--- src/verilog/ssf_consts.vh ---
// constants of the serial status flag block
// How it works
// - tx complete high when buffer empty, line quiet
// - armed tx complete cleared by data, enable, break
// - rx full sets when character enters buffer
// - overrun pending drops characters, rx full stays
// - armed rx full cleared by data read
// - idle flag after one character of high line
// - idle select low counts from start bit
// - idle select high counts after stop bit
// - armed idle flag cleared by data read
// - idle flag rearms only after new character
// - overrun sets when unread buffer meets new character
// - armed overrun cleared by data read
// - seven start samples, three per later bit
// - noise flag loads with rx full
// - noise flag cleared by status then data read
// - framing error loads with rx full, stop zero
// - armed framing error cleared by data read
// - parity error loads with rx full when enabled
// - parity error cleared by status then data read
// - status register read only, writes ignored
// - tx empty sets on shifter load, cleared armed
`ifndef SSF_CONSTS_VH
`define SSF_CONSTS_VH
// ---------------------------------------------------------------
// register byte offsets
// ---------------------------------------------------------------
`define SSF_OFS_STATUS   12'h000
`define SSF_OFS_DATA     12'h004
`define SSF_OFS_CTRL     12'h008
`define SSF_OFS_BAUD     12'h00c
// ---------------------------------------------------------------
// status bit positions
// ---------------------------------------------------------------
`define SSF_BIT_TX_BUFFER_EMPTY_FLAG     7
`define SSF_BIT_TC       6
`define SSF_BIT_RX_FULL_FLAG     5
`define SSF_BIT_IDLE     4
`define SSF_BIT_OR       3
`define SSF_BIT_NF       2
`define SSF_BIT_FE       1
`define SSF_BIT_PF       0
// ---------------------------------------------------------------
// control bit positions
// ---------------------------------------------------------------
`define SSF_CTL_PE       0
`define SSF_CTL_PODD     1
`define SSF_CTL_NINE     2
`define SSF_CTL_ILT      3
`define SSF_CTL_TXON     4
`define SSF_CTL_BRK      5
// ---------------------------------------------------------------
// reset values and timing counts
// ---------------------------------------------------------------
`define SSF_DIV_W        13
`define SSF_RST_CTRL     6'h00
`define SSF_RST_BAUD     13'h0001
`define SSF_START_FIRST  4'h4
`define SSF_START_LAST   4'ha
`define SSF_BIT_FIRST    4'h7
`define SSF_BIT_LAST     4'h9
`define SSF_SUB_LAST     4'hf
`define SSF_START_SMP    3'h7
`define SSF_BIT_SMP      3'h3
`define SSF_DATA_SHORT   4'h8
`define SSF_DATA_LONG    4'h9
`define SSF_CHAR_SHORT   4'ha
`define SSF_CHAR_LONG    4'hb
`endif

--- src/verilog/ssf_status.v ---
// serial port with status flags, apb slave, tx and rx engines
//
// The implementer's own choices: the APB register port and the address map.
`timescale 1ns/1ps
`default_nettype none
`include "ssf_consts.vh"
module ssf_status (
  input  wire        pclk,
  input  wire        presetn,
  input  wire        psel,
  input  wire        penable,
  input  wire        pwrite,
  input  wire [11:0] paddr,
  input  wire [31:0] pwdata,
  input  wire [3:0]  pstrb,
  output reg  [31:0] prdata,
  output reg         pready,
  output reg         pslverr,
  input  wire        rxd,
  output reg         txd
);

  // ---------------------------------------------------------------
  // state declarations
  // ---------------------------------------------------------------
  localparam RX_IDLE  = 2'h0;  // waiting for a start bit
  localparam RX_START = 2'h1;  // qualifying the start bit
  localparam RX_BITS  = 2'h2;  // data, parity and stop bits

  reg  [5:0]  ctrl;            // control bits
  reg  [12:0] baud;            // 16x tick divisor, 0 stops clocks
  reg  [12:0] bcnt;            // divider count
  reg  [7:0]  arm;             // flags seen by the last status read, nf and pf armed by any
  reg         tx_buffer_empty_flag;            // tx buffer empty
  reg         tc;              // tx complete
  reg         rx_full_flag;            // rx buffer full
  reg         idle_f;          // idle line seen
  reg         orf;             // overrun
  reg         nf;              // noise
  reg         fe;              // framing error
  reg         pf;              // parity error
  reg  [8:0]  tx_buf;          // tx holding buffer
  reg  [10:0] tx_sh;           // tx shifter, lsb first
  reg  [3:0]  tx_left;         // bits still to send
  reg  [3:0]  tx_sub;          // tx 16x phase
  reg         tx_busy;         // a frame is on the line
  reg         pre_pend;        // preamble queued
  reg         brk_pend;        // break queued
  reg         rx_s1;           // synchroniser stage one
  reg         rx_in;           // synchronised line
  reg  [1:0]  rx_st;           // receiver state
  reg  [3:0]  rsub;            // rx 16x phase
  reg  [2:0]  ones;            // high samples in this bit
  reg  [3:0]  ridx;            // bit index after start
  reg  [8:0]  rsh;             // rx data shifter
  reg         rnoise;          // noise seen in this frame
  reg  [8:0]  rx_buf;          // rx data buffer
  reg  [3:0]  icnt;            // idle bit times counted
  reg         iskip;           // skip the stop bit period
  reg         iarm;            // idle flag may set
  reg  [31:0] rd_mux;          // read data before the flop

  // ---------------------------------------------------------------
  // apb decode
  // ---------------------------------------------------------------
  wire acc      = psel & penable;
  wire done     = acc & pready;
  wire wr_done  = done & pwrite;
  wire rd_done  = done & ~pwrite;
  wire hit_st   = (paddr == `SSF_OFS_STATUS);
  wire hit_dat  = (paddr == `SSF_OFS_DATA);
  wire hit_ctl  = (paddr == `SSF_OFS_CTRL);
  wire hit_bd   = (paddr == `SSF_OFS_BAUD);
  wire mapped   = hit_st | hit_dat | hit_ctl | hit_bd;
  wire st_rd    = rd_done & hit_st;
  wire dat_rd   = rd_done & hit_dat;
  wire dat_wr   = wr_done & hit_dat & pstrb[0];
  wire ctl_wr   = wr_done & hit_ctl & pstrb[0];
  wire bd_wr    = wr_done & hit_bd & pstrb[0];
  wire txon_up  = ctl_wr & pwdata[`SSF_CTL_TXON] & ~ctrl[`SSF_CTL_TXON];
  wire brk_wr1  = ctl_wr & pwdata[`SSF_CTL_BRK];
  wire nine     = ctrl[`SSF_CTL_NINE];
  wire podd     = ctrl[`SSF_CTL_PODD];
  wire pen      = ctrl[`SSF_CTL_PE];
  wire [7:0] status = {tx_buffer_empty_flag, tc, rx_full_flag, idle_f, orf, nf, fe, pf};

  // read mux, status writes fall through and change nothing
  always @* begin
    rd_mux = 32'h0000_0000;
    if (hit_st) begin
      rd_mux = {24'h00_0000, status};
    end else if (hit_dat) begin
      rd_mux = {23'h00_0000, rx_buf};
    end else if (hit_ctl) begin
      rd_mux = {26'h000_0000, ctrl};
    end else if (hit_bd) begin
      rd_mux = {19'h0_0000, baud};
    end
  end

  // one wait state keeps prdata and pready straight from flops
  always @(posedge pclk or negedge presetn) begin
    if (!presetn) begin
      prdata  <= 32'h0000_0000;
      pready  <= 1'b0;
      pslverr <= 1'b0;
    end else if (acc & ~pready) begin
      pready  <= 1'b1;
      pslverr <= ~mapped;
      prdata  <= rd_mux;
    end else begin
      pready  <= 1'b0;
      pslverr <= 1'b0;
    end
  end

  // control and divisor registers
  always @(posedge pclk or negedge presetn) begin
    if (!presetn) begin
      ctrl <= `SSF_RST_CTRL;
      baud <= `SSF_RST_BAUD;
    end else begin
      if (ctl_wr) begin
        ctrl <= pwdata[5:0];
      end
      if (bd_wr) begin
        baud <= pwdata[12:0];
      end
    end
  end

  // ---------------------------------------------------------------
  // clear sequence arming
  // ---------------------------------------------------------------
  // prdata is what software saw, so a flag other than nf and pf raised after it
  // is not armed and survives the data access
  always @(posedge pclk or negedge presetn) begin
    if (!presetn) begin
      arm <= 8'h00;
    end else if (st_rd) begin
      arm <= prdata[7:0];
      arm[`SSF_BIT_NF] <= 1'b1;
      arm[`SSF_BIT_PF] <= 1'b1;
    end else begin
      if (dat_rd) begin
        arm[5:0] <= 6'h00;
      end
      if (dat_wr) begin
        arm[7] <= 1'b0;
      end
      if (dat_wr | txon_up | brk_wr1) begin
        arm[6] <= 1'b0;
      end
    end
  end

  // ---------------------------------------------------------------
  // 16x tick divider
  // ---------------------------------------------------------------
  wire tick = (bcnt == 13'h0000) & (baud != 13'h0000);

  // down counter, a pulse each baud cycles
  always @(posedge pclk or negedge presetn) begin
    if (!presetn) begin
      bcnt <= 13'h0000;
    end else if (bcnt == 13'h0000) begin
      bcnt <= (baud == 13'h0000) ? 13'h0000 : baud - 13'h0001;
    end else begin
      bcnt <= bcnt - 13'h0001;
    end
  end

  // ---------------------------------------------------------------
  // transmitter
  // ---------------------------------------------------------------
  wire tx_bit   = tick & (tx_sub == `SSF_SUB_LAST);
  wire [3:0] tx_len = nine ? `SSF_CHAR_LONG : `SSF_CHAR_SHORT;
  wire par9     = (^tx_buf[7:0]) ^ podd;
  wire par8     = (^tx_buf[6:0]) ^ podd;
  // top data bit carries parity when it is enabled
  wire [9:0] tx_word = nine ?
                  {1'b1, pen ? par9 : tx_buf[8], tx_buf[7:0]} :
                  {2'b11, pen ? par8 : tx_buf[7], tx_buf[6:0]};
  wire tx_free  = ~tx_busy | (tx_left == 4'h0);
  wire go_pre   = tx_bit & tx_free & pre_pend;
  wire go_brk   = tx_bit & tx_free & ~pre_pend & brk_pend;
  wire tx_load  = tx_bit & tx_free & ~pre_pend & ~brk_pend &
                  ~tx_buffer_empty_flag & ctrl[`SSF_CTL_TXON];
  wire tx_quiet = tx_buffer_empty_flag & ~tx_busy & ~pre_pend & ~brk_pend;
  wire tc_clr   = arm[`SSF_BIT_TC] & (dat_wr | txon_up | brk_wr1);

  // tx phase counter runs free on the 16x tick
  always @(posedge pclk or negedge presetn) begin
    if (!presetn) begin
      tx_sub <= 4'h0;
    end else if (tick) begin
      tx_sub <= tx_sub + 4'h1;
    end
  end

  // frame shifter, preamble first, then break, then data
  always @(posedge pclk or negedge presetn) begin
    if (!presetn) begin
      tx_sh    <= 11'h7ff;
      tx_left  <= 4'h0;
      tx_busy  <= 1'b0;
      txd      <= 1'b1;
      pre_pend <= 1'b0;
      brk_pend <= 1'b0;
    end else begin
      if (txon_up) begin
        pre_pend <= 1'b1;
      end else if (go_pre) begin
        pre_pend <= 1'b0;
      end
      if (brk_wr1) begin
        brk_pend <= 1'b1;
      end else if (go_brk) begin
        brk_pend <= 1'b0;
      end
      if (go_pre | go_brk | tx_load) begin
        tx_busy <= 1'b1;
        tx_left <= tx_len - 4'h1;
        if (go_pre) begin
          txd   <= 1'b1;  // idle character, all ones
          tx_sh <= 11'h7ff;
        end else if (go_brk) begin
          txd   <= 1'b0;  // break character, all zeros
          tx_sh <= 11'h000;
        end else begin
          txd   <= 1'b0;  // start bit
          tx_sh <= {1'b1, tx_word};
        end
      end else if (tx_bit & tx_busy) begin
        if (tx_left == 4'h0) begin
          tx_busy <= 1'b0;
          txd     <= 1'b1;
        end else begin
          txd     <= tx_sh[0];
          tx_sh   <= {1'b1, tx_sh[10:1]};
          tx_left <= tx_left - 4'h1;
        end
      end
    end
  end

  // tx buffer takes every data write
  always @(posedge pclk or negedge presetn) begin
    if (!presetn) begin
      tx_buf <= 9'h000;
    end else if (dat_wr) begin
      tx_buf <= pwdata[8:0];
    end
  end

  // ---------------------------------------------------------------
  // receiver
  // ---------------------------------------------------------------
  wire [2:0] ones_n = ones + {2'b00, rx_in};
  wire [3:0] nbits  = nine ? `SSF_DATA_LONG : `SSF_DATA_SHORT;
  wire [3:0] clen   = nine ? `SSF_CHAR_LONG : `SSF_CHAR_SHORT;
  wire st_win = (rsub >= `SSF_START_FIRST) & (rsub <= `SSF_START_LAST);
  wire bt_win = (rsub >= `SSF_BIT_FIRST) & (rsub <= `SSF_BIT_LAST);
  wire st_end = tick & (rx_st == RX_START) & (rsub == `SSF_START_LAST);
  wire bt_end = tick & (rx_st == RX_BITS) & (rsub == `SSF_BIT_LAST);
  wire bitv   = (ones_n >= 3'h2);  // majority of three
  wire bt_nz  = (ones_n != 3'h0) & (ones_n != `SSF_BIT_SMP);
  wire st_nz  = (ones_n != 3'h0) & (ones_n != `SSF_START_SMP);
  wire fin    = bt_end & (ridx == nbits);
  wire [8:0] rdat = nine ? rsh : {1'b0, rsh[8:1]};
  wire new_nf = rnoise | bt_nz;
  wire new_fe = ~bitv;
  wire new_pf = pen & ((^rdat) != podd);
  wire rx_load = fin & ~orf & ~rx_full_flag;
  wire rx_over = fin & ~orf & rx_full_flag;
  wire wrap   = tick & (rsub == `SSF_SUB_LAST);
  wire idle_hit = iarm & (icnt == clen);

  // two flops before the line is looked at
  always @(posedge pclk or negedge presetn) begin
    if (!presetn) begin
      rx_s1 <= 1'b1;
      rx_in <= 1'b1;
    end else begin
      rx_s1 <= rxd;
      rx_in <= rx_s1;
    end
  end

  // frame sequencer with sample voting
  always @(posedge pclk or negedge presetn) begin
    if (!presetn) begin
      rx_st  <= RX_IDLE;
      rsub   <= 4'h0;
      ones   <= 3'h0;
      ridx   <= 4'h0;
      rsh    <= 9'h000;
      rnoise <= 1'b0;
    end else if (tick) begin
      rsub <= rsub + 4'h1;
      case (rx_st)
        RX_IDLE: begin
          if (!rx_in) begin
            rx_st  <= RX_START;
            rsub   <= 4'h1;
            ones   <= 3'h0;
            rnoise <= 1'b0;
          end
        end
        RX_START: begin
          if (st_win) begin
            ones <= ones_n;
          end
          if (st_end) begin
            ones   <= 3'h0;
            ridx   <= 4'h0;
            rnoise <= st_nz;
            // a high majority was only a glitch
            rx_st  <= (ones_n >= 3'h4) ? RX_IDLE : RX_BITS;
          end
        end
        RX_BITS: begin
          if (bt_win) begin
            ones <= ones_n;
          end
          if (bt_end) begin
            ones   <= 3'h0;
            rnoise <= new_nf;
            ridx   <= ridx + 4'h1;
            if (ridx != nbits) begin
              rsh <= {bitv, rsh[8:1]};
            end else begin
              rx_st <= RX_IDLE;
            end
          end
        end
        default: begin
          rx_st <= RX_IDLE;
        end
      endcase
    end
  end

  // idle bit time counter, saturating at one character
  always @(posedge pclk or negedge presetn) begin
    if (!presetn) begin
      icnt  <= 4'h0;
      iskip <= 1'b0;
    end else if (tick & (rx_st == RX_IDLE) & ~rx_in) begin
      icnt  <= 4'h0;
      iskip <= 1'b0;
    end else if (fin & ctrl[`SSF_CTL_ILT]) begin
      icnt  <= 4'h0;
      iskip <= 1'b1;
    end else if (bt_end & (ridx != nbits)) begin
      if (ctrl[`SSF_CTL_ILT] | ~bitv) begin
        icnt <= 4'h0;
      end else if (icnt != clen) begin
        icnt <= icnt + 4'h1;
      end
    end else if (wrap & (rx_st == RX_IDLE) & rx_in) begin
      // the stop bit period ends here; it counts only when low select
      if (iskip) begin
        iskip <= 1'b0;
      end else if (icnt != clen) begin
        icnt <= icnt + 4'h1;
      end
    end
  end

  // rx buffer and idle arming
  always @(posedge pclk or negedge presetn) begin
    if (!presetn) begin
      rx_buf <= 9'h000;
      iarm   <= 1'b0;
    end else begin
      if (rx_load) begin
        rx_buf <= rdat;
      end
      if (rx_load) begin
        iarm <= 1'b1;
      end else if (idle_hit) begin
        iarm <= 1'b0;
      end
    end
  end

  // ---------------------------------------------------------------
  // status flags, a set in the clearing cycle wins, except tc where the clear wins
  // ---------------------------------------------------------------
  wire clr_rd = dat_rd;
  always @(posedge pclk or negedge presetn) begin
    if (!presetn) begin
      tx_buffer_empty_flag   <= 1'b1;
      tc     <= 1'b1;
      rx_full_flag   <= 1'b0;
      idle_f <= 1'b0;
      orf    <= 1'b0;
      nf     <= 1'b0;
      fe     <= 1'b0;
      pf     <= 1'b0;
    end else begin
      tx_buffer_empty_flag <= tx_load | (tx_buffer_empty_flag & ~(dat_wr & arm[`SSF_BIT_TX_BUFFER_EMPTY_FLAG]));
      tc   <= tx_quiet & ~tc_clr;
      rx_full_flag <= rx_load |
              (rx_full_flag & ~(clr_rd & arm[`SSF_BIT_RX_FULL_FLAG]));
      idle_f <= idle_hit |
                (idle_f & ~(clr_rd & arm[`SSF_BIT_IDLE]));
      orf  <= rx_over |
              (orf & ~(clr_rd & arm[`SSF_BIT_OR]));
      nf   <= (rx_load & new_nf) |
              (nf & ~(clr_rd & arm[`SSF_BIT_NF]));
      fe   <= (rx_load & new_fe) |
              (fe & ~(clr_rd & arm[`SSF_BIT_FE]));
      pf   <= (rx_load & new_pf) |
              (pf & ~(clr_rd & arm[`SSF_BIT_PF]));
    end
  end

endmodule
`default_nettype wire

--- config.mk ---
export PLATFORM = sky130hd
export DESIGN_NAME = ssf_status
export DESIGN_NICKNAME = d
export VERILOG_FILES = /design/src/verilog/ssf_status.v
export VERILOG_INCLUDE_DIRS = /design/src /design/src/verilog
export SDC_FILE = /design/constraint.sdc
export NUM_CORES = 1
export LEC_CHECK = 0
export BUFFER_PORTS_ARGS = -buffer_cell sky130_fd_sc_hd__buf_2
export CELL_PAD_IN_SITES_DETAIL_PLACEMENT = 1
export CELL_PAD_IN_SITES_GLOBAL_PLACEMENT = 2
export CORE_MARGIN = 3
export CORE_UTILIZATION = 40
export CTS_CLUSTER_DIAMETER = 120
export DETAILED_ROUTE_END_ITERATION = 16
export HOLD_SLACK_MARGIN = 0.02
export PLACE_DENSITY = 0.91
export SETUP_SLACK_MARGIN = 0.05
export SLEW_MARGIN = 5
export SYNTH_ARGS = -nofsm -noshare
export SYNTH_HDL_FRONTEND = slang
export SYNTH_SLANG_ARGS = --single-unit
--- constraint.sdc ---
create_clock -name pclk -period 5.7 [get_ports pclk]
set_input_delay 0.285 -clock pclk [delete_from_list [all_inputs] [get_ports pclk]]
set_output_delay 0.285 -clock pclk [all_outputs]
set_load 0.005 [all_outputs]
==> summary.md <==
| Metric | Value |
|---|---|
| Outcome | `finished, final reports clean` |
| R2R Path End | `tx_sh[7]` |
| Max-Cap Viols | `0` |
| # H-tree levels | `4` |
| IO buf count | `47` |
| Vias | `5,468` |
| Crit. End Element | `register` |
| Fin crit share | `0.5661` |
| Root buf cell | `clkbuf_16` |
| Clock Skew | `0.009869 ns` |
| Post-synth EDFFs | `0` |
| Clk network pwr share | `0.466` |
| Post-Place Cells | `959` |
| HP Class | `in2reg` |
| Clock Latency Late Sink | `0.42 ns` |
| Layout cells sized above 1 | `0.1917` |
| Hold Violations, Final | `0` |
| Worst Reg-to-Reg Cells | `9` |
| Area contributors post-synth | `dfrtp_1, nand2_1, dfstp_2` |
| Power Dens Cells | `284.2 nW/µm²` |
| Initial antenna violation count | `1` |
| Clock Pin Slew Worst Setup and Hold Paths | `0.06 ns` |
| Yosys cell types | `73` |
| Initial DRC Count | `307` |
| Fill count | `approximately 2,000` |
| Post-DR wirelength/cell | `~19 µm` |
| HPWL Detailed | `13,220 µm` |
| First-pass GRT wire length | `slightly above 30,000 µm` |
| Simple logic cell fraction of the synthesized area | `0.1979` |
| CTS tree | `built` |
| Leakage power | `around 3.7 nW` |
| Area share of the largest cell type after synthesis | `0.4134` |
| DIE AREA | `19,340 µm²` |
| Number of global-route vias before repair | `5,908` |
| Int Pwr | `1.725 mW` |
| Synth Flop Type | `dfrtp_1` |
| R2R setup slack | `2.47 ns` |
| Post-synth top cells | `nand2_1, dfrtp_1, o21ai_0` |
| Synth warn | `0` |
| Synth-to-layout area growth | `13.18%` |
| Post-CTS Setup Bufs | `0` |
| Critical Path AT | `between 3 and 4 ns` |
| DRC Markers | `0` |
| Fin. max-slew vios | `0` |
| Core area | `17,300 µm²` |
| Area leader, netlist | `dfrtp_1` |
| Drt first pass iters | `4` |
| Clock Path Buffers | `2` |
| Sequential share of power | `0.456` |
| Final Critical Period | `3.227 ns` |
| Tightest Pin Transition | `~1.1 ns` |
| Clk sinks | `134` |
| Worst Setup Path Type | `reg2reg` |
| ANT nets after route | `0` |
| TritonCTS Buffers | `17` |
| Startpoint of the worst hold path | `pwdata[10]` |
| Req. time, crit path | `6.02 ns` |
| Fmax achieved | `just over 300 MHz` |
| Post-Synthesis Cells | `~700` |
| Post-synthesis adder-cell area fraction | `0.03004` |
| Post-Syn Area | `approximately 7100 µm²` |
| WHS Path Cells | `2` |
| Largest net degree at the start of global routing | `70` |
| Max IR drop VDD | `0.0001978 V` |
| RSZ-0062 raised after global routing | `false` |
| Starting Density | `0.4094` |
| Count leader, synth | `nand2_1` |
| Sequential fraction of the synthesis area | `0.4765` |
| Xor/xnor share of the synthesized area | `0.05689` |
| Placer Congestion | `0.7820` |
| Synth async-reset ratio | `1.000` |
| Die W | `139.1 µm` |
| Slew Limit Headroom | `0.2677` |
| Mux cell area share after synthesis | `0.07792` |
| Die Y | `139.1 µm` |
| N_diodes | `0` |
| Global route overflow | `0` |
| Crit path launch type | `register` |
| FP Rows | `48` |
| NumNets Final | `826` |
| Crit-path max FO | `15` |
| Sum Neg Setup Slack | `0 ns` |
| Total track usage | `0.1990` |
| R2r startpoint | `baud[1]` |
| Hold path endpoint | `baud[10]` |
| Logic pwr share | `0.079` |
| Sw Ratio | `0.2427` |
| Post-synthesis compound-gate area fraction | `0.1092` |
| Via density | `5.512` |
| IO Pins | `89` |
| Non-Filler Instances | `992` |
| Final setup vio count | `0` |
| Seq cells post-synth | `134` |
| Final WL | `18,800 µm` |
| Sw power | `roughly 0.55 mW` |
| Average cell area after synthesis | `10.02 µm²` |
| Post_cts resized | `0` |
| Main combinational cell family by area after synthesis | `simple AND/OR/NAND/NOR gates` |
## cells by family after synthesis
family,after synthesis
buf+inv,68
xor+xnor,46
flops,134
simple gates,279
mux,44
compound gates,118
other cells,1
fa+ha+maj,17
## worst max-delay path, stage by stage, from the launching register on
cell and delay (ns):
dfrtp_1 0.46, inv_1 0.09, ha_1 0.23, nor4b_1 0.38
nand4b_1 0.64, and2_1 0.50, buf_4 0.24, nand4_1 0.17
o211ai_1 0.11, a221oi_1 0.30
## power groups by stage
stage                     Combinational, mW  Clock [mW]  Sequential (mW)
after floorplan                       0.126           0             1.04
after global placement                0.168           0             1.05
after detailed placement              0.178           0             1.05
after CTS                             0.182        1.08             1.04
after global routing                  0.202        1.12             1.04
final                                 0.179        1.06             1.04
## layer usage
layer,share of wire,up-vias,track usage
li1,-,2540,-
met1,0.43,2786,0.2483
met2,0.51,112,0.3452
met3,0.041,28,0.04379
met4,0.014,2,0.06282
met5,0.00048,-,0
## through the flow
stage / utilization / hold slack (ns) / power [mW] / area (µm²) / worst slack [ns]
global placement: 0.4300 / 0.3156 / 1.216 / 7438 / 2.637
global route: 0.4634 / 0.08384 / 2.368 / 8015 / 2.310
CTS: 0.4634 / 0.08133 / 2.299 / 8015 / 2.439
floorplan: - / -0.01059 / 1.170 / 7149 / 3.416
detailed placement: 0.4300 / 0.3252 / 1.232 / 7438 / 2.508
finish: 0.4634 / 0.09077 / 2.278 / 8015 / 2.473
## layout make-up
class	count	area, µm²	area share
clock buffers	22	454.2	0.05667
clock inverters	9	102.6	0.01280
inverters	26	97.59	0.01218
multi-input cells	523	3413	0.4259
flip-flops and latches	134	3374	0.4210
well taps	225	281.5	0.03512
repair buffers	53	291.5	0.03637
## flip-flops by register name (all words and copies together), names as in the netlist, 6 cells and up
register,cells
baud,13
ctrl,6
arm,7
rsh,9
tx_sh,11
rx_buf,9
tx_buf,9
bcnt,13
prdata,13
## repair_timing
item,in CTS,in global routing
hold buffers,2,0
hold endpoints to repair,52,0
setup endpoints to repair,0,0
## cell usage in the layout (no fill, tap or decap), types with 7 or more instances in the layout
master	n
nor4_1	7
o21ai_0	45
mux2_2	29
nand2b_1	8
nor2b_1	11
dfstp_2	17
dfrtp_1	117
mux2i_1	9
xnor2_1	33
xor2_1	13
nor2_1	35
nor3_1	18
inv_1	25
o22ai_1	10
ha_1	17
nand2_1	131
clkbuf_16	17
buf_2	46
o31ai_1	15
conb_1	19
a21oi_1	12
nand3_1	24
## worst max-delay path by stage
| stage | start | endpoint | cells past startpoint |
|---|---|---|---|
| floorplan | bcnt[8] | rsh[0] | 6 |
| global placement | baud[1] | tx_sh[7] | 9 |
| detailed placement | baud[1] | tx_sh[7] | 9 |
| CTS | baud[1] | tx_sh[7] | 9 |
| global route | baud[1] | tx_sh[7] | 9 |
| finish | baud[1] | tx_sh[7] | 9 |
(Power assumes the default switching activity.)
